==> src/include/eis_pkg.sv <==
// shared constants, types and decode helper for the external-irq / system-flag block
package eis_pkg;

  localparam logic [7:0] EIS_ADDR_SYSTEM_FLAG_IRQ_ENABLE = 8'h8E;
  localparam logic [7:0] EIS_ADDR_DMA = 8'h94;
  localparam logic [7:0] EIS_ADDR_PWR = 8'h97;
  localparam logic [7:0] EIS_ADDR_AUX = 8'hA3;
  localparam logic [7:0] EIS_ADDR_XCFG = 8'hC1;

  localparam logic [3:0] EIS_PAGE_XCFG0 = 4'h0;
  localparam logic [3:0] EIS_PAGE_XCFG1 = 4'h1;
  localparam logic [3:0] EIS_PAGE_DMA = 4'h8;
  localparam logic [3:0] EIS_PAGE_AUX = 4'h0;

  // enable register bit positions
  localparam int EIS_EN_SERIAL = 7;
  localparam int EIS_EN_RTC = 4;
  localparam int EIS_EN_BO_ONE = 2;
  localparam int EIS_EN_BO_ZERO = 1;
  localparam int EIS_EN_WDT = 0;
  // power flag register bit positions
  localparam int EIS_PF_SOFT = 7;
  localparam int EIS_PF_PIN = 6;
  localparam int EIS_PF_RTC = 4;
  localparam int EIS_PF_BO_ONE = 2;
  localparam int EIS_PF_BO_ZERO = 1;
  localparam int EIS_PF_WDT = 0;
  // auxiliary and dma bit positions
  localparam int EIS_AX_START = 7;
  localparam int EIS_AX_STOP = 6;
  localparam int EIS_DMA_PRIO_HI = 7;
  localparam int EIS_DMA_PRIO_LO = 6;
  // config page 0 / page 1 field positions
  localparam int EIS_X0_ONE_SEL = 6;
  localparam int EIS_X0_ZERO_SEL = 4;
  localparam int EIS_X1_ONE_SEL = 7;
  localparam int EIS_X1_ZERO_SEL = 6;
  localparam int EIS_X1_TWO_SEL = 4;
  localparam int EIS_XF_TWO = 2;
  localparam int EIS_XF_ONE = 1;
  localparam int EIS_XF_ZERO = 0;

  // implemented (readable) bits of each register
  localparam logic [7:0] EIS_MASK_SYSTEM_FLAG_IRQ_ENABLE = 8'h97;
  localparam logic [7:0] EIS_MASK_DMA = 8'hEF;
  localparam logic [7:0] EIS_MASK_PWR = 8'hD7;
  localparam logic [7:0] EIS_MASK_AUX_FLAG = 8'hC0;
  localparam logic [7:0] EIS_MASK_AUX_CTRL = 8'h0F;
  localparam logic [7:0] EIS_MASK_XCFG = 8'hF7;

  localparam logic [7:0] EIS_RST_SYSTEM_FLAG_IRQ_ENABLE = 8'h00;
  localparam logic [7:0] EIS_RST_DMA = 8'h00;
  localparam logic [7:0] EIS_RST_PWR = 8'h00;
  localparam logic [7:0] EIS_RST_AUX = 8'h00;
  localparam logic [7:0] EIS_RST_XCFG = 8'h00;
  localparam logic [7:0] EIS_RST_RDATA = 8'h00;

  // clock/6 sample tick: counter runs 0..5
  localparam logic [2:0] EIS_DIV6_LAST = 3'h5;
  localparam logic [2:0] EIS_DIV6_RST = 3'h0;
  // external irq pins are active low, so they idle high
  localparam logic EIS_PIN_IDLE = 1'b1;

  typedef enum logic [1:0] {
    EIS_FLT_OFF = 2'b00,
    EIS_FLT_SYS = 2'b01,
    EIS_FLT_DIV6 = 2'b10,
    EIS_FLT_BRG = 2'b11
  } eis_flt_mode_t;

  function automatic logic eis_hit(input logic [7:0] a, input logic [3:0] p,
                                   input logic [7:0] ra, input logic [3:0] rp,
                                   input logic any_page);
    return (a == ra) && (any_page || (p == rp));
  endfunction

endpackage

==> src/rtl/eis_pin_filter.sv <==
// three-sample glitch filter for one external interrupt input
`timescale 1ns/1ps
module eis_pin_filter
  import eis_pkg::*;
(
  input wire logic i_clk,
  input wire logic i_rst_n,
  input wire logic i_ce,
  input wire logic i_din,
  input wire eis_flt_mode_t i_mode,
  input wire logic i_tick_div6,
  input wire logic i_tick_brg,
  output logic o_dout
);

  logic [1:0] hist_r;
  logic out_r;
  logic sample;
  logic agree;

  always_comb begin
    case (i_mode)
      EIS_FLT_OFF: sample = 1'b0;
      EIS_FLT_SYS: sample = 1'b1;
      EIS_FLT_DIV6: sample = i_tick_div6;
      EIS_FLT_BRG: sample = i_tick_brg;
      default: sample = 1'b0;
    endcase
  end

  // outside bypass, output moves only when the new sample matches the two before it
  assign agree = (i_din == hist_r[0]) && (i_din == hist_r[1]);

  always_ff @(posedge i_clk or negedge i_rst_n) begin
    if (!i_rst_n) begin
      hist_r <= {2{EIS_PIN_IDLE}};
      out_r <= EIS_PIN_IDLE;
    end else if (i_ce) begin
      if (i_mode == EIS_FLT_OFF) begin
        out_r <= i_din;
        hist_r <= {2{i_din}};
      end else if (sample) begin
        hist_r <= {hist_r[0], i_din};
        if (agree) begin
          out_r <= i_din;
        end
      end
    end
  end

  assign o_dout = out_r;
endmodule

==> src/rtl/eis_sysflag_top.sv <==
// external irq routing, glitch filters and system-flag enables, flags and request
`timescale 1ns/1ps
module eis_sysflag_top
  import eis_pkg::*;
(
  input wire logic i_clk,
  input wire logic i_rst_n,
  input wire logic i_ce,
  input wire logic [7:0] i_sfr_addr,
  input wire logic [3:0] i_sfr_page,
  input wire logic i_sfr_wr,
  input wire logic i_sfr_rd,
  input wire logic [7:0] i_sfr_wdata,
  output logic [7:0] o_sfr_rdata,
  input wire logic [7:0] i_irq_zero_pins,
  input wire logic [7:0] i_irq_one_pins,
  input wire logic [3:0] i_irq_two_pins,
  input wire logic i_serial_baudgen_overflow,
  input wire logic i_soft_reset_evt,
  input wire logic i_pin_reset_evt,
  input wire logic i_rtc_overflow,
  input wire logic i_brownout_one_trip,
  input wire logic i_brownout_zero_trip,
  input wire logic i_watchdog_overflow,
  input wire logic i_bus_start_det,
  input wire logic i_bus_stop_det,
  input wire logic i_system_flag_global_enable,
  output logic o_ext_irq_in_zero_n,
  output logic o_ext_irq_in_one_n,
  output logic o_ext_irq_in_two_n,
  output logic o_system_flag_irq,
  output logic [1:0] o_dma_group_prio,
  output logic [3:0] o_timer_aux_ctrl
);

  // register state
  logic [7:0] system_flag_irq_enable_r;
  logic [7:0] dma_r;
  logic [7:0] pwr_r;
  logic [7:0] aux_r;
  logic [7:0] xcfg0_r;
  logic [7:0] xcfg1_r;
  logic [7:0] rdata_r;
  logic irq_r;
  logic [2:0] div6_r;
  logic [19:0] pins_meta_r;
  logic [19:0] pins_r;
  logic [1:0] bo_meta_r;
  logic [1:0] bo_r;

  logic [7:0] system_flag_irq_enable_nxt;
  logic [7:0] dma_nxt;
  logic [7:0] pwr_nxt;
  logic [7:0] aux_nxt;
  logic [7:0] xcfg0_nxt;
  logic [7:0] xcfg1_nxt;
  logic [7:0] rdata_nxt;
  logic irq_nxt;
  logic [2:0] div6_nxt;

  // address decode
  logic hit_system_flag_irq_enable;
  logic hit_dma;
  logic hit_pwr;
  logic hit_aux;
  logic hit_xcfg0;
  logic hit_xcfg1;
  logic wr_system_flag_irq_enable;
  logic wr_dma;
  logic wr_pwr;
  logic wr_aux;
  logic wr_xcfg0;
  logic wr_xcfg1;

  assign hit_system_flag_irq_enable = eis_hit(i_sfr_addr, i_sfr_page, EIS_ADDR_SYSTEM_FLAG_IRQ_ENABLE, EIS_PAGE_XCFG0, 1'b1);
  assign hit_pwr = eis_hit(i_sfr_addr, i_sfr_page, EIS_ADDR_PWR, EIS_PAGE_XCFG0, 1'b1);
  assign hit_dma = eis_hit(i_sfr_addr, i_sfr_page, EIS_ADDR_DMA, EIS_PAGE_DMA, 1'b0);
  assign hit_aux = eis_hit(i_sfr_addr, i_sfr_page, EIS_ADDR_AUX, EIS_PAGE_AUX, 1'b0);
  assign hit_xcfg0 = eis_hit(i_sfr_addr, i_sfr_page, EIS_ADDR_XCFG, EIS_PAGE_XCFG0, 1'b0);
  assign hit_xcfg1 = eis_hit(i_sfr_addr, i_sfr_page, EIS_ADDR_XCFG, EIS_PAGE_XCFG1, 1'b0);

  assign wr_system_flag_irq_enable = i_sfr_wr && hit_system_flag_irq_enable;
  assign wr_dma = i_sfr_wr && hit_dma;
  assign wr_pwr = i_sfr_wr && hit_pwr;
  assign wr_aux = i_sfr_wr && hit_aux;
  assign wr_xcfg0 = i_sfr_wr && hit_xcfg0;
  assign wr_xcfg1 = i_sfr_wr && hit_xcfg1;

  // plain read/write registers; reserved bits (bits 6, 5, 3 in the enable, bit 3 in the config pages, bit 4 in dma) are never stored, so a stray one is harmless
  assign system_flag_irq_enable_nxt = wr_system_flag_irq_enable ? (i_sfr_wdata & EIS_MASK_SYSTEM_FLAG_IRQ_ENABLE) : system_flag_irq_enable_r;
  assign dma_nxt = wr_dma ? (i_sfr_wdata & EIS_MASK_DMA) : dma_r;
  assign xcfg0_nxt = wr_xcfg0 ? (i_sfr_wdata & EIS_MASK_XCFG) : xcfg0_r;
  assign xcfg1_nxt = wr_xcfg1 ? (i_sfr_wdata & EIS_MASK_XCFG) : xcfg1_r;

  // power flags: hardware sets, software writes one to clear, set wins
  logic [7:0] pwr_set;
  logic [7:0] pwr_clr;
  always_comb begin
    pwr_set = 8'h00;
    pwr_set[EIS_PF_SOFT] = i_soft_reset_evt;
    pwr_set[EIS_PF_PIN] = i_pin_reset_evt;
    pwr_set[EIS_PF_RTC] = i_rtc_overflow;
    pwr_set[EIS_PF_BO_ONE] = bo_r[1];
    pwr_set[EIS_PF_BO_ZERO] = bo_r[0];
    pwr_set[EIS_PF_WDT] = i_watchdog_overflow;
  end
  // write-one-to-clear; writing zero leaves every flag alone, bits 5 and 3 ignored
  assign pwr_clr = wr_pwr ? (i_sfr_wdata & EIS_MASK_PWR) : 8'h00;
  assign pwr_nxt = pwr_set | (pwr_r & ~pwr_clr);

  // bus start/stop flags: cleared by writing zero, writing one has no effect
  logic [7:0] aux_set;
  logic [7:0] aux_clr;
  logic [7:0] aux_ctrl_nxt;
  always_comb begin
    aux_set = 8'h00;
    aux_set[EIS_AX_START] = i_bus_start_det;
    aux_set[EIS_AX_STOP] = i_bus_stop_det;
  end
  assign aux_clr = wr_aux ? (~i_sfr_wdata & EIS_MASK_AUX_FLAG) : 8'h00;
  assign aux_ctrl_nxt = wr_aux ? (i_sfr_wdata & EIS_MASK_AUX_CTRL) : (aux_r & EIS_MASK_AUX_CTRL);
  assign aux_nxt = ((aux_set | (aux_r & ~aux_clr)) & EIS_MASK_AUX_FLAG) | aux_ctrl_nxt;

  // read mux; unmapped addresses return zero
  assign rdata_nxt = hit_system_flag_irq_enable ? system_flag_irq_enable_r :
                     hit_pwr ? pwr_r :
                     hit_dma ? dma_r :
                     hit_aux ? aux_r :
                     hit_xcfg0 ? xcfg0_r :
                     hit_xcfg1 ? xcfg1_r : 8'h00;

  // pin routing from the synchronised port pins
  logic [7:0] zero_pins_s;
  logic [7:0] one_pins_s;
  logic [3:0] two_pins_s;
  logic [2:0] irq0_sel;
  logic [2:0] irq1_sel;
  logic [1:0] irq2_sel;
  logic irq0_raw;
  logic irq1_raw;
  logic irq2_raw;

  assign zero_pins_s = pins_r[7:0];
  assign one_pins_s = pins_r[15:8];
  assign two_pins_s = pins_r[19:16];
  assign irq1_sel = {xcfg1_r[EIS_X1_ONE_SEL], xcfg0_r[EIS_X0_ONE_SEL+:2]};
  assign irq0_sel = {xcfg1_r[EIS_X1_ZERO_SEL], xcfg0_r[EIS_X0_ZERO_SEL+:2]};
  assign irq2_sel = xcfg1_r[EIS_X1_TWO_SEL+:2];
  assign irq0_raw = zero_pins_s[irq0_sel];
  assign irq1_raw = one_pins_s[irq1_sel];
  assign irq2_raw = two_pins_s[irq2_sel];

  // filter modes, high bit from page 1, low bit from page 0
  eis_flt_mode_t flt0_mode;
  eis_flt_mode_t flt1_mode;
  eis_flt_mode_t flt2_mode;
  assign flt0_mode = eis_flt_mode_t'({xcfg1_r[EIS_XF_ZERO], xcfg0_r[EIS_XF_ZERO]});
  assign flt1_mode = eis_flt_mode_t'({xcfg1_r[EIS_XF_ONE], xcfg0_r[EIS_XF_ONE]});
  assign flt2_mode = eis_flt_mode_t'({xcfg1_r[EIS_XF_TWO], xcfg0_r[EIS_XF_TWO]});

  logic tick_div6;
  assign tick_div6 = (div6_r == EIS_DIV6_LAST);
  assign div6_nxt = tick_div6 ? EIS_DIV6_RST : div6_r + 3'h1;

  // system-flag request: or of the rtc, brown-out, watchdog and bus flags, each anded with its enable; soft and pin reset flags not included
  logic serial_req;
  logic pwr_req;
  logic sf_req;
  assign serial_req = system_flag_irq_enable_r[EIS_EN_SERIAL] &&
                      (aux_r[EIS_AX_START] || aux_r[EIS_AX_STOP]);
  assign pwr_req = (system_flag_irq_enable_r[EIS_EN_RTC] && pwr_r[EIS_PF_RTC]) ||
                   (system_flag_irq_enable_r[EIS_EN_BO_ONE] && pwr_r[EIS_PF_BO_ONE]) ||
                   (system_flag_irq_enable_r[EIS_EN_BO_ZERO] && pwr_r[EIS_PF_BO_ZERO]) ||
                   (system_flag_irq_enable_r[EIS_EN_WDT] && pwr_r[EIS_PF_WDT]);
  assign sf_req = serial_req || pwr_req;
  assign irq_nxt = i_system_flag_global_enable && sf_req;

  // pins and brown-out detectors come from outside this clock: two flops first
  always_ff @(posedge i_clk or negedge i_rst_n) begin
    if (!i_rst_n) begin
      pins_meta_r <= {20{EIS_PIN_IDLE}};
      pins_r <= {20{EIS_PIN_IDLE}};
      bo_meta_r <= 2'h0;
      bo_r <= 2'h0;
    end else if (i_ce) begin
      pins_meta_r <= {i_irq_two_pins, i_irq_one_pins, i_irq_zero_pins};
      pins_r <= pins_meta_r;
      bo_meta_r <= {i_brownout_one_trip, i_brownout_zero_trip};
      bo_r <= bo_meta_r;
    end
  end

  always_ff @(posedge i_clk or negedge i_rst_n) begin
    if (!i_rst_n) begin
      system_flag_irq_enable_r <= EIS_RST_SYSTEM_FLAG_IRQ_ENABLE;
      dma_r <= EIS_RST_DMA;
      pwr_r <= EIS_RST_PWR;
      aux_r <= EIS_RST_AUX;
      xcfg0_r <= EIS_RST_XCFG;
      xcfg1_r <= EIS_RST_XCFG;
    end else if (i_ce) begin
      system_flag_irq_enable_r <= system_flag_irq_enable_nxt;
      dma_r <= dma_nxt;
      pwr_r <= pwr_nxt;
      aux_r <= aux_nxt;
      xcfg0_r <= xcfg0_nxt;
      xcfg1_r <= xcfg1_nxt;
    end
  end

  // read data is held until the next read strobe
  always_ff @(posedge i_clk or negedge i_rst_n) begin
    if (!i_rst_n) begin
      rdata_r <= EIS_RST_RDATA;
      irq_r <= 1'b0;
      div6_r <= EIS_DIV6_RST;
    end else if (i_ce) begin
      if (i_sfr_rd) begin
        rdata_r <= rdata_nxt;
      end
      irq_r <= irq_nxt;
      div6_r <= div6_nxt;
    end
  end

  // the filtered level, not the raw pin, goes on to edge/level detection
  eis_pin_filter u_flt_zero (
    .i_clk(i_clk),
    .i_rst_n(i_rst_n),
    .i_ce(i_ce),
    .i_din(irq0_raw),
    .i_mode(flt0_mode),
    .i_tick_div6(tick_div6),
    .i_tick_brg(i_serial_baudgen_overflow),
    .o_dout(o_ext_irq_in_zero_n)
  );

  eis_pin_filter u_flt_one (
    .i_clk(i_clk),
    .i_rst_n(i_rst_n),
    .i_ce(i_ce),
    .i_din(irq1_raw),
    .i_mode(flt1_mode),
    .i_tick_div6(tick_div6),
    .i_tick_brg(i_serial_baudgen_overflow),
    .o_dout(o_ext_irq_in_one_n)
  );

  eis_pin_filter u_flt_two (
    .i_clk(i_clk),
    .i_rst_n(i_rst_n),
    .i_ce(i_ce),
    .i_din(irq2_raw),
    .i_mode(flt2_mode),
    .i_tick_div6(tick_div6),
    .i_tick_brg(i_serial_baudgen_overflow),
    .o_dout(o_ext_irq_in_two_n)
  );

  assign o_sfr_rdata = rdata_r;
  assign o_system_flag_irq = irq_r;
  assign o_dma_group_prio = {dma_r[EIS_DMA_PRIO_HI], dma_r[EIS_DMA_PRIO_LO]};
  assign o_timer_aux_ctrl = aux_r[3:0];
endmodule

==> config.mk <==
export PLATFORM = sky130hd
export DESIGN_NAME = eis_sysflag_top
export DESIGN_NICKNAME = d
export VERILOG_FILES = /design/src/include/eis_pkg.sv /design/src/rtl/eis_pin_filter.sv /design/src/rtl/eis_sysflag_top.sv
export SDC_FILE = /design/constraint.sdc
export NUM_CORES = 1
export LEC_CHECK = 0
export ABC_AREA = 1
export BUFFER_PORTS_ARGS = -buffer_cell sky130_fd_sc_hd__buf_2
export CORE_UTILIZATION = 45
export DETAILED_ROUTE_END_ITERATION = 8
export PLACE_DENSITY = 0.7
export SETUP_SLACK_MARGIN = 0.15
export SYNTH_ARGS = -nofsm -noshare
export SYNTH_HDL_FRONTEND = slang
export SYNTH_SLANG_ARGS = --single-unit
==> constraint.sdc <==
create_clock -name i_clk -period 2.3 [get_ports i_clk]
set_input_delay 0 -clock i_clk [delete_from_list [all_inputs] [get_ports i_clk]]
set_output_delay 0 -clock i_clk [all_outputs]
set_load 0.01 [all_outputs]
Word level (Yosys, flattened, before mapping)
Index checks and enable logic that the tools add are counted.
Cells by class
  bitwise logic cells: 8
  reduce and logical (&&, ||, !) cells: 45
  $lt $le $gt $ge: 3
  multiplexer cells: 34
  add/sub/neg operators: 1
  equal/unequal tests: 23
Operators with widths (number)
  2-to-1 mux 8 bit: 8
  equality test 8 bit (second input constant): 5
  NOT 8 bit: 3
  logical AND 1 bit: 19
  AND 8 bit: 2
  OR 8 bit: 2
  AND reduction 2 bit: 8
  equality test 2 bit (second input constant): 6
  2-to-1 mux 1 bit: 12
  2-to-1 mux 2 bit: 6
  one-hot mux 1 bit (4 select lines): 3
  nonzero test 2 bit: 6
  AND reduction 3 bit: 3
  less-than comparator 3 x 4 -> 1 bit (second input constant): 2
  OR 8 x 4 -> 8 bit: 1
  binary-select mux 1 bit (select 3 bit): 2
  equality test 1 bit: 6
  equality test 2 x 1 -> 1 bit (second input constant): 3
  zero test 2 bit: 3
  logical OR 1 bit: 5
  equality test 4 x 1 -> 1 bit (second input constant): 1
  equality test 4 bit (second input constant): 1
  zero test 4 bit: 1
  2-to-1 mux 4 bit: 1
  5 further kinds: 5
Word-level totals
  logic and storage cells: 133
  bits of input ports: 55
  register bits: 107
  output and inout bits: 18

Depth between registers and ports, before layout
Gate-level depths: netlist of the first run.
  depth in word-level cells: 8
  mapped depth: 11
  depth with buffers taken out: 10

By module
A second synthesis of the first run with hierarchy kept.
Unflattened totals
  cell total of the unflattened synthesis: 632
  area, all modules: 5118.7 µm²
By module, submodules not included
  eis_sysflag_top: times used 1, sequential area each 2402.3 µm², cells each 551, area each 4484.3 µm²
  eis_pin_filter: times used 3, sequential area each 78.8 µm², cells each 27, area each 211.5 µm²

Worst setup path after synthesis of the first run
OpenSTA, ideal clock, no wires.
  path kind: register to register
  start point: register div6_r[0]
  end point: register u_flt_one.out_r (netlist: u_flt_one.o_dout)
  data arrival time: 1.109 ns
  period minus slack after synthesis: 1.190 ns
  library setup time: 0.081 ns
  buffers on the path: 0
  cell stages (with the launch flop): 9
  setup slack: 1.110 ns
  data required time: 2.219 ns
  cell sequence: dfrtp_1 nand2_1 inv_1 nand2_1 nor2_1 o21ai_1 a21oi_1 o21ai_0 nand2_1
On the way
  word-level cells in the longest chain between the ends: 4
Ends and longest elaborated chain
  start, declared: line eis_sysflag_top.sv:45  | logic [2:0] div6_r;
  start signal, assigned: line eis_sysflag_top.sv:222  | div6_r <= div6_nxt;
  equality test 3 bit: line eis_sysflag_top.sv:162  | assign tick_div6 = (div6_r == EIS_DIV6_LAST);
  one-hot mux 1 bit (4 select lines): line eis_pin_filter.sv:22  | case (i_mode)
  nonzero test 2 bit (no line)
  AND reduction 3 bit (no line)
  end signal, assigned: line eis_pin_filter.sv:40  | out_r <= i_din;
  end signal, assigned: line eis_pin_filter.sv:45  | out_r <= i_din;
  end, declared: line eis_pin_filter.sv:17  | logic out_r;
No other way between the ends.
A chain may end at the register's enable or synchronous reset.

Worst setup path in the final report of the first run
  start point: input i_sfr_page[2]
  end point: register aux_r[6]
On the way
  word-level cells in the longest chain between the ends: 8
Ends and longest elaborated chain
  start, declared: line eis_sysflag_top.sv:10  | input wire logic [3:0] i_sfr_page,
  zero test 4 bit: line eis_pkg.sv:74  | return (a == ra) && (any_page || (p == rp));
  logical AND 1 bit: line eis_pkg.sv:74
  logical AND 1 bit: line eis_sysflag_top.sv:85  | assign wr_aux = i_sfr_wr && hit_aux;
  2-to-1 mux 8 bit: line eis_sysflag_top.sv:120  | assign aux_clr = wr_aux ? (~i_sfr_wdata & EIS_MASK_AUX_FLAG) : 8'h00;
  NOT 8 bit: line eis_sysflag_top.sv:122  | assign aux_nxt = ((aux_set | (aux_r & ~aux_clr)) & EIS_MASK_AUX_FLAG) | aux_ctrl_nxt;
  AND 8 bit: line eis_sysflag_top.sv:122
  OR 8 bit: line eis_sysflag_top.sv:122
  OR 8 x 4 -> 8 bit: line eis_sysflag_top.sv:122
  end signal, assigned: line eis_sysflag_top.sv:205  | aux_r <= aux_nxt;
  end, declared: line eis_sysflag_top.sv:40  | logic [7:0] aux_r;
No other way between the ends.

==> metrics.md, run 1 <==
| Metric | Value |
|---|---|
| Slew margin rel. | 27.77% |
| Final Power | 3.657 mW |
| Clock buffer depth | 2 |
| Setup Fix Bufs, Post-CTS | 0 |
| Post-Route WL | 11530 um |
| Final Hold Fails | 0 |
| Worst slew pin tran | 1.082 ns |
| Yosys Warn Count | 0 |
| Layout area overhead | 20.95% |
| Die area | 0.01128 sq mm |
| Synth unique cells | 31 |
| Total gr overflow | 0 |
| Top-area cell type share of the netlist area | 27.66% |
| Fin nets | 776 |
| Worst hold path type | primary input to flop |
| Post-synth top cells | 242 x nand2_1, 54 x dfrtp_1, 52 x inv_1, 49 x dfstp_2, 42 x o21ai_1 |
| Final Core Density | 56.72% |
| Unrepaired setup endpoints after global routing | no |
| Detailed Routing Iterations Pass 1 | 5 |
| Initial Utilization | 46.89% |
| CTS tree | built |
| Share of cells above drive strength 1 | 22.04% |
| Initial antenna violation count | 0 |
| Fin crit period | 1.470 ns |
| Setup WS pre-CTS | 0.8387 ns |
| Final setup vio count | 0 |
| Post-Syn Nets | 673 |
| Fin cells | 862 |
| Placed Cells incl. Taps | 806 |
| Via/cell ratio | 4.974 |
| Clk sinks | 103 |
| Combinational share of power | 12.9% |
| Int Power | 2.673 mW |
| Cell row count | 37 |
| Placed wire-length estimate | 7926 um |
| Top-count cell post-synth | nand2_1 |
| Post-synth top area cell | dfrtp_1 |
| Vias in the first global route | 4024 |
| Largest cells by area after synthesis | dfrtp_1 28%, dfstp_2 26%, nand2_1 19% |
| Avg Inst Size Synth | 7.904 sq um |
| Number of synthesized flops with an enable pin | 0 |
| Global-route wire length before repair | 19320 um |
| Maximum vdd ir drop | 387.0 uV |
| Setup TNS | 0 ns |
| Final Max Slew Viols | 0 |
| Async SR Flop Fraction | 100.0% |
| Worst setup SP type | primary input |
| Final RePlAce weighted congestion | 0.8910 |
| PD cells | 618.9 mW/mm^2 |
| Minimum setup slack among reg-to-reg paths | 0.86 ns |
| Worst Skew | 0.01896 ns |
| Port bufs | 72 |
| # IOs | 73 |
| Largest net degree at the start of global routing | 64 |
| Seq pwr share | 57.2% |
| Skew-Pair Late Insertion Delay | 0.38 ns |
| Routed Antenna Nets | 0 |
| Total GRT Usage | 22.05% |
| Period utilization | 63.91% |
| Fmax | 0.6803 GHz |
| Clock Pin Slew Worst Setup and Hold Paths | 0.11 ns |
| Min-delay src | i_ce |
| Total CTS buffers | 9 |
| Status | finished, final reports clean |
| Cell Area, Placed | 0.005319 sq mm |
| Die height | 106.2 um |
| DIE WIDTH | 106.2 um |
| # resized after CTS | 0 |
| Initial detailed-routing violation count | 285 |
| Design area | 0.005908 sq mm |
| Clk pwr share | 29.9% |
| Minimum hold slack | 0.06634 ns |
| Data required, critical path | 2.57 ns |
| CTS Hold Buffers Added | 40 |
| Crit Path Class | primary input to flop |
| Leak | 2.951 nW |
| Final WS setup | 0.8302 ns |
| Root Buffer | clkbuf_8 |
| Core area | 0.01042 sq mm |
| Synthesized cell area | 0.004885 sq mm |
| Max-Cap Viols | 0 |
| Crit path capture type | flop |
| Dominant register cell in the synthesized netlist | dfrtp_1 |
| Residual DRC count | 0 |
| DR WL/cell | 13.37 um |
| Worst r2r src | div6_r[0] |
| Cell count after synthesis | 618 |
| Net Sw Power | 0.9838 mW |
| H-Tree Depth | 3 |
| Post-synthesis sequential area ratio | 54.02% |
| Worst-path maximum fanout | 10 |
| Setup crit start | i_sfr_page[2] |
| N_diodes | 0 |
| Crit path DAT | 1.74 ns |
| Synth Register Bits | 103 |
| Via Count | 4288 |
| Switching Fraction | 26.90% |
==> sequential cells by signal (all words and copies together) (netlist names), 2 cells and up <==
register / flops
aux_r: 6
bo_meta_r: 2
bo_r: 2
div6_r: 3
dma_r: 7
o_sfr_rdata: 8
pins_meta_r: 20
pins_r: 20
pwr_r: 6
system_flag_irq_enable_r: 5
u_flt_one.hist_r: 2
u_flt_two.hist_r: 2
u_flt_zero.hist_r: 2
xcfg0_r: 7
xcfg1_r: 7
==> worst max-delay path, stage by stage <==
cell and delay [ns]:
buf_2 0.12, inv_2 0.05, nand2_1 0.10, nor2_4 0.29
nand4_2 0.31, o21ai_1 0.25, nand2_1 0.07, dlygate4sd3_1 0.55
==> final cells by class <==
cell class	count	area (sq um)
inverters	60	225.2
clock inverters	5	36.28
clock buffers	11	152.6
multi-input cells	431	1892
flip-flops and latches	103	2639
repair buffers	116	793.3
well taps	136	170.2
fillers	940	4508
==> placed cells by master (no fill, tap or decap) <==
cell type | synthesis | final
clkinv_2 | 0 | 2
or2_2 | 3 | 3
inv_2 | 8 | 8
nand4_2 | 1 | 1
inv_6 | 0 | 2
clkbuf_1 | 7 | 1
o22ai_1 | 2 | 2
clkbuf_16 | 0 | 1
nor3_2 | 2 | 2
o21ai_1 | 42 | 42
nand4_1 | 2 | 2
nand2_1 | 242 | 242
a21oi_1 | 19 | 19
o21a_1 | 2 | 2
nor3_1 | 4 | 4
nand2_2 | 1 | 1
o211ai_1 | 3 | 3
dlygate4sd3_1 | 0 | 40
dfrtp_1 | 54 | 54
clkinv_4 | 0 | 1
nand3_2 | 2 | 2
nor2_1 | 37 | 37
nand3_1 | 23 | 23
a2bb2oi_1 | 1 | 1
inv_1 | 52 | 52
o21ai_0 | 36 | 36
o21bai_1 | 1 | 1
nand3b_1 | 4 | 4
buf_4 | 7 | 5
dfstp_2 | 49 | 49
nor2_2 | 1 | 1
nor2_4 | 2 | 2
clkbuf_8 | 0 | 9
buf_2 | 4 | 71
xor2_1 | 1 | 1
==> final timing paths <==
path                                          endpoint  cells past startpoint
max                                           aux_r[6]                      8
min in group asynchronous                 bo_meta_r[0]                      2
min                               u_flt_zero.hist_r[1]                      4
max reg2reg                           u_flt_one.o_dout                      8
min reg2reg                                 pins_r[19]                      2
max in group asynchronous  system_flag_irq_enable_r[7]                      3
==> power groups by stage <==
stage / Combinational (mW) / Clock [mW] / Sequential, mW
after floorplan: 0.251 / 0 / 2.11
after global placement: 0.407 / 0 / 2.12
after detailed placement: 0.425 / 0 / 2.12
after CTS: 0.476 / 1.12 / 2.09
after global routing: 0.544 / 1.21 / 2.11
final: 0.472 / 1.09 / 2.09
==> routing by layer <==
layer / up-vias / share of wire, % / track usage, %
li1: 2147 / - / -
met1: 2012 / 46 / 30.20
met2: 120 / 48 / 35.25
met3: 9 / 5.0 / 5.089
met4: 0 / 0.97 / 5.655
met5: - / 0 / 0
==> logic make-up after synthesis <==
logic type / Yosys count / synth area share (%)
buf+inv: 84 / 7.249
xor+xnor: 1 / 0.1793
simple gates: 324 / 27.25
compound gates: 106 / 11.30
flops: 103 / 54.02
(Power assumes the default switching activity.)
==> inputs of run 2 (changes only) <==
--- a/config.mk
+++ b/config.mk
@@ -5,11 +5,11 @@
 export SDC_FILE = /design/constraint.sdc
 export NUM_CORES = 1
 export LEC_CHECK = 0
-export ABC_AREA = 1
+export ABC_AREA = 0
 export BUFFER_PORTS_ARGS = -buffer_cell sky130_fd_sc_hd__buf_2
 export CORE_UTILIZATION = 45
 export DETAILED_ROUTE_END_ITERATION = 8
-export PLACE_DENSITY = 0.7
+export PLACE_DENSITY = 0.73
 export SETUP_SLACK_MARGIN = 0.15
 export SYNTH_ARGS = -nofsm -noshare
 export SYNTH_HDL_FRONTEND = slang
==> constraint.sdc (replaced) <==
create_clock -name i_clk -period 1.3 [get_ports i_clk]
set_input_delay 0 -clock i_clk [delete_from_list [all_inputs] [get_ports i_clk]]
set_output_delay 0 -clock i_clk [all_outputs]
set_load 0.01 [all_outputs]
==> metrics.md, run 2 <==
| Metric | Value |
|---|---|
| Total GRT Usage | 22.70% (+0.65 points) |
| Global-route wire length before repair | 19900 um (+3.0%) |
| Critical-path top delay cell | mux4_2 |
| Port bufs | 72 (unchanged) |
| # IOs | 73 (unchanged) |
| Worst slew pin tran | 0.4347 ns (-0.6475 ns) |
| Final WS setup | -0.4923 ns (-1.322 ns) |
| Fin crit period | 1.792 ns |
| Status | finished with violations |
| Seq pwr share | 52.9% (-4.3 points) |
| Clock Pin Slew Worst Setup and Hold Paths | 0.11 ns (about the same) |
| Initial detailed-routing violation count | 197 (-31%) |
| Post-synth top area cell | dfrtp_1 |
| Post-synthesis sequential area ratio | 54.38% (+0.36 points) |
| Final Power | 7.244 mW (+98%) |
| Root Buffer | clkbuf_8 |
| PD cells | 1039 mW/mm^2 (+68%) |
| Cell count after synthesis | 362 (-41%) |
| Vias in the first global route | 3885 (-3.5%) |
| N_diodes | 0 (unchanged) |
| Clk sinks | 103 (unchanged) |
| Final Hold Fails | 0 (unchanged) |
| Worst path max stage delay | 0.50 ns (-0.05 ns) |
| Detailed Routing Iterations Pass 1 | 5 (unchanged) |
| Most frequent cells in the layout | 67 x buf_2, 59 x mux2_2, 55 x buf_4, 50 x dfrtp_1, 49 x dfstp_2 |
| Synth Register Bits | 103 (unchanged) |
| DIE WIDTH | 105.8 um (-0.32%) |
| Worst-path maximum fanout | 3 (-7) |
| Number of synthesized flops with an enable pin | 0 (unchanged) |
| Largest cells by area after synthesis | dfrtp_1 28%, dfstp_2 27%, mux2_2 20% |
| Residual DRC count | 0 (unchanged) |
| CTS tree | built |
| Cell row count | 37 (unchanged) |
| WP buf/inv | 0 (-3) |
| Largest net degree at the start of global routing | 40 (-38%) |
| Initial antenna violation count | 0 (unchanged) |
| Delay-heaviest family, CP | multiplexers |
| Share of cells above drive strength 1 | 64.66% (+43 points) |
| Net Sw Power | 1.913 mW (+94%) |
| Top Layer Used | met4 |
| Met1 WL | 5332 um (about the same) |
| Final RePlAce weighted congestion | 0.8746 (-1.8%) |
| Yosys Warn Count | 0 (unchanged) |
| Crit path capture type | flop |
| Critical path cell sequence | mux4_2, mux2_4, o32a_1, o221a_2 |
| Switching Fraction | 26.40% (-0.50 points) |
| Setup WS pre-CTS | -0.5276 ns (-1.366 ns) |
| Met2 routed WL | 6158 um (+12%) |
| Die height | 105.8 um (-0.32%) |
| Combinational share of power | 17.2% (+4.3 points) |
| Synthesized cell area | 0.004852 sq mm (-0.67%) |
| DR WL/cell | 17.97 um (+34%) |
| Worst hold path type | primary input to flop |
| Core area | 0.01037 sq mm (-0.44%) |
| Placed wire-length estimate | 8391 um (+5.9%) |
| Placed Cells incl. Taps | 617 (-23%) |
| Dominant register cell in the synthesized netlist | dfrtp_1 |
| Routed Antenna Nets | 0 (unchanged) |
| Slew margin rel. | 70.95% (+43 points) |
| Post-synth top cells | 87 x mux2_2, 54 x dfrtp_1, 49 x dfstp_2, 24 x nand2_1, 12 x nor2_1 |
| Leak | 3.155 nW (+6.9%) |
| Minimum setup slack among reg-to-reg paths | -0.49 ns (-1.35 ns) |
| Via Count | 3815 (-11%) |
| Die area | 0.01120 sq mm (-0.65%) |
| Final setup vio count | 32 (+32) |
| Crit Path Class | flop to flop |
| Via/cell ratio | 5.569 (+12%) |
| Final Max Slew Viols | 0 (unchanged) |
| Top-count cell post-synth | mux2_2 |
| Minimum hold slack | 0.05450 ns (-0.01184 ns) |
| Unrepaired setup endpoints after global routing | yes |
| Top-area cell type share of the netlist area | 27.85% (+0.19 points) |
| Failing checks | setup timing |
| Commonest non-fill, non-tap cell in the layout | buf_2 |
| Fin nets | 599 (-23%) |
| Avg Inst Size Synth | 13.40 sq um (+70%) |
| Met3 wire len | 631 um (+9.9%) |
| Fmax | 0.5580 GHz |
| Period utilization | 137.9% |
| Clk pwr share | 29.9% (about the same) |
| Clock buffer depth | 2 (unchanged) |
| Initial Utilization | 46.79% (-0.10 points) |
| Int Power | 5.332 mW (+99%) |
| Skew-Pair Late Insertion Delay | 0.37 ns (about the same) |
| Layout area overhead | 43.68% |
| Total gr overflow | 0 (unchanged) |
| Setup TNS | -4.026 ns (-4.026 ns) |
| H-Tree Depth | 3 (unchanged) |
| Maximum vdd ir drop | 924.3 uV (+140%) |
| Post-Syn Nets | 417 (-38%) |
| Worst Skew | 0.01209 ns (-0.006871 ns) |
| Post-Route WL | 12310 um (+6.8%) |
| Data required, critical path | 1.61 ns (-0.96 ns) |
| Fin cells | 685 (-21%) |
| Worst setup SP type | flop |
| Total CTS buffers | 9 (unchanged) |
| Max-Cap Viols | 0 (unchanged) |
| Async SR Flop Fraction | 100.0% (unchanged) |
| Crit path DAT | 2.10 ns (+0.36 ns) |
| Synth unique cells | 58 (+87%) |
[run 2: power by group through the flow]
| stage | clock network (mW) | logic [mW] | registers (mW) |
|---|---|---|---|
| after CTS | 2.22 | 1.21 | 3.83 |
| after global routing | 2.34 | 1.35 | 3.87 |
| final | 2.17 | 1.25 | 3.83 |
| after global placement | 0 | 0.983 | 3.87 |
| after detailed placement | 0 | 1.03 | 3.89 |
| after floorplan | 0 | 0.531 | 3.85 |
[run 2: cell families after synthesis]
logic type	count (synthesis)	share of synthesized area [%]
and+or+nand+nor	80	10.52
muxes	95	23.13
DFF	103	54.38
buffers and inverters	26	2.682
AOI/OAI and AO/OA	57	9.103
xor gates and xnor gates	1	0.1805
[run 2: layout make-up]
| cell class | instances | area [sq um] |
|---|---|---|
| Fill cell | 754 | 3398 |
| Clock buffer | 9 | 123.9 |
| Tap cell | 136 | 170.2 |
| Timing Repair Buffer | 189 | 1471 |
| Sequential cell | 103 | 2644 |
| Inverter | 8 | 30.03 |
| Clock inverter | 7 | 100.1 |
| Multi-Input combinational cell | 233 | 2432 |
[run 2: routing by layer]
metal  global-route usage [%]  up-vias
met3                    4.143       24
li1                         -     1732
met2                    36.83      139
met5                        0        -
met1                    31.85     1920
met4                    4.861        0
[run 2: path summary, 6_finish.rpt]
kind | from | endpoint | cells after the start
worst max-delay path | xcfg0_r[4] | u_flt_zero.o_dout | 4
worst min-delay path | i_ce | pwr_r[0] | 2
worst max register to register | xcfg0_r[4] | u_flt_zero.o_dout | 4
worst min register to register | u_flt_zero.hist_r[1] | u_flt_zero.hist_r[1] | 2
max in group asynchronous | i_rst_n | u_flt_two.hist_r[0] | 3
min in group asynchronous | i_rst_n | pwr_r[7] | 2
[run 2: what timing repair did]
action / CTS / global route
endpoints found under the setup margin: 44 / 57
gates resized for setup: 44 / 29
pin swaps: 17 / 15
buffers inserted: 8 / 5
hold buffers: 39 / 0
hold endpoints to repair: 126 / 0
[run 2: through the flow]
step	utilization, %	cell area, sq um
floorplan	-	5001
global placement	57.18	5929
detailed placement	57.18	5929
CTS	65.59	6802
global route	67.23	6972
finish	67.23	6972
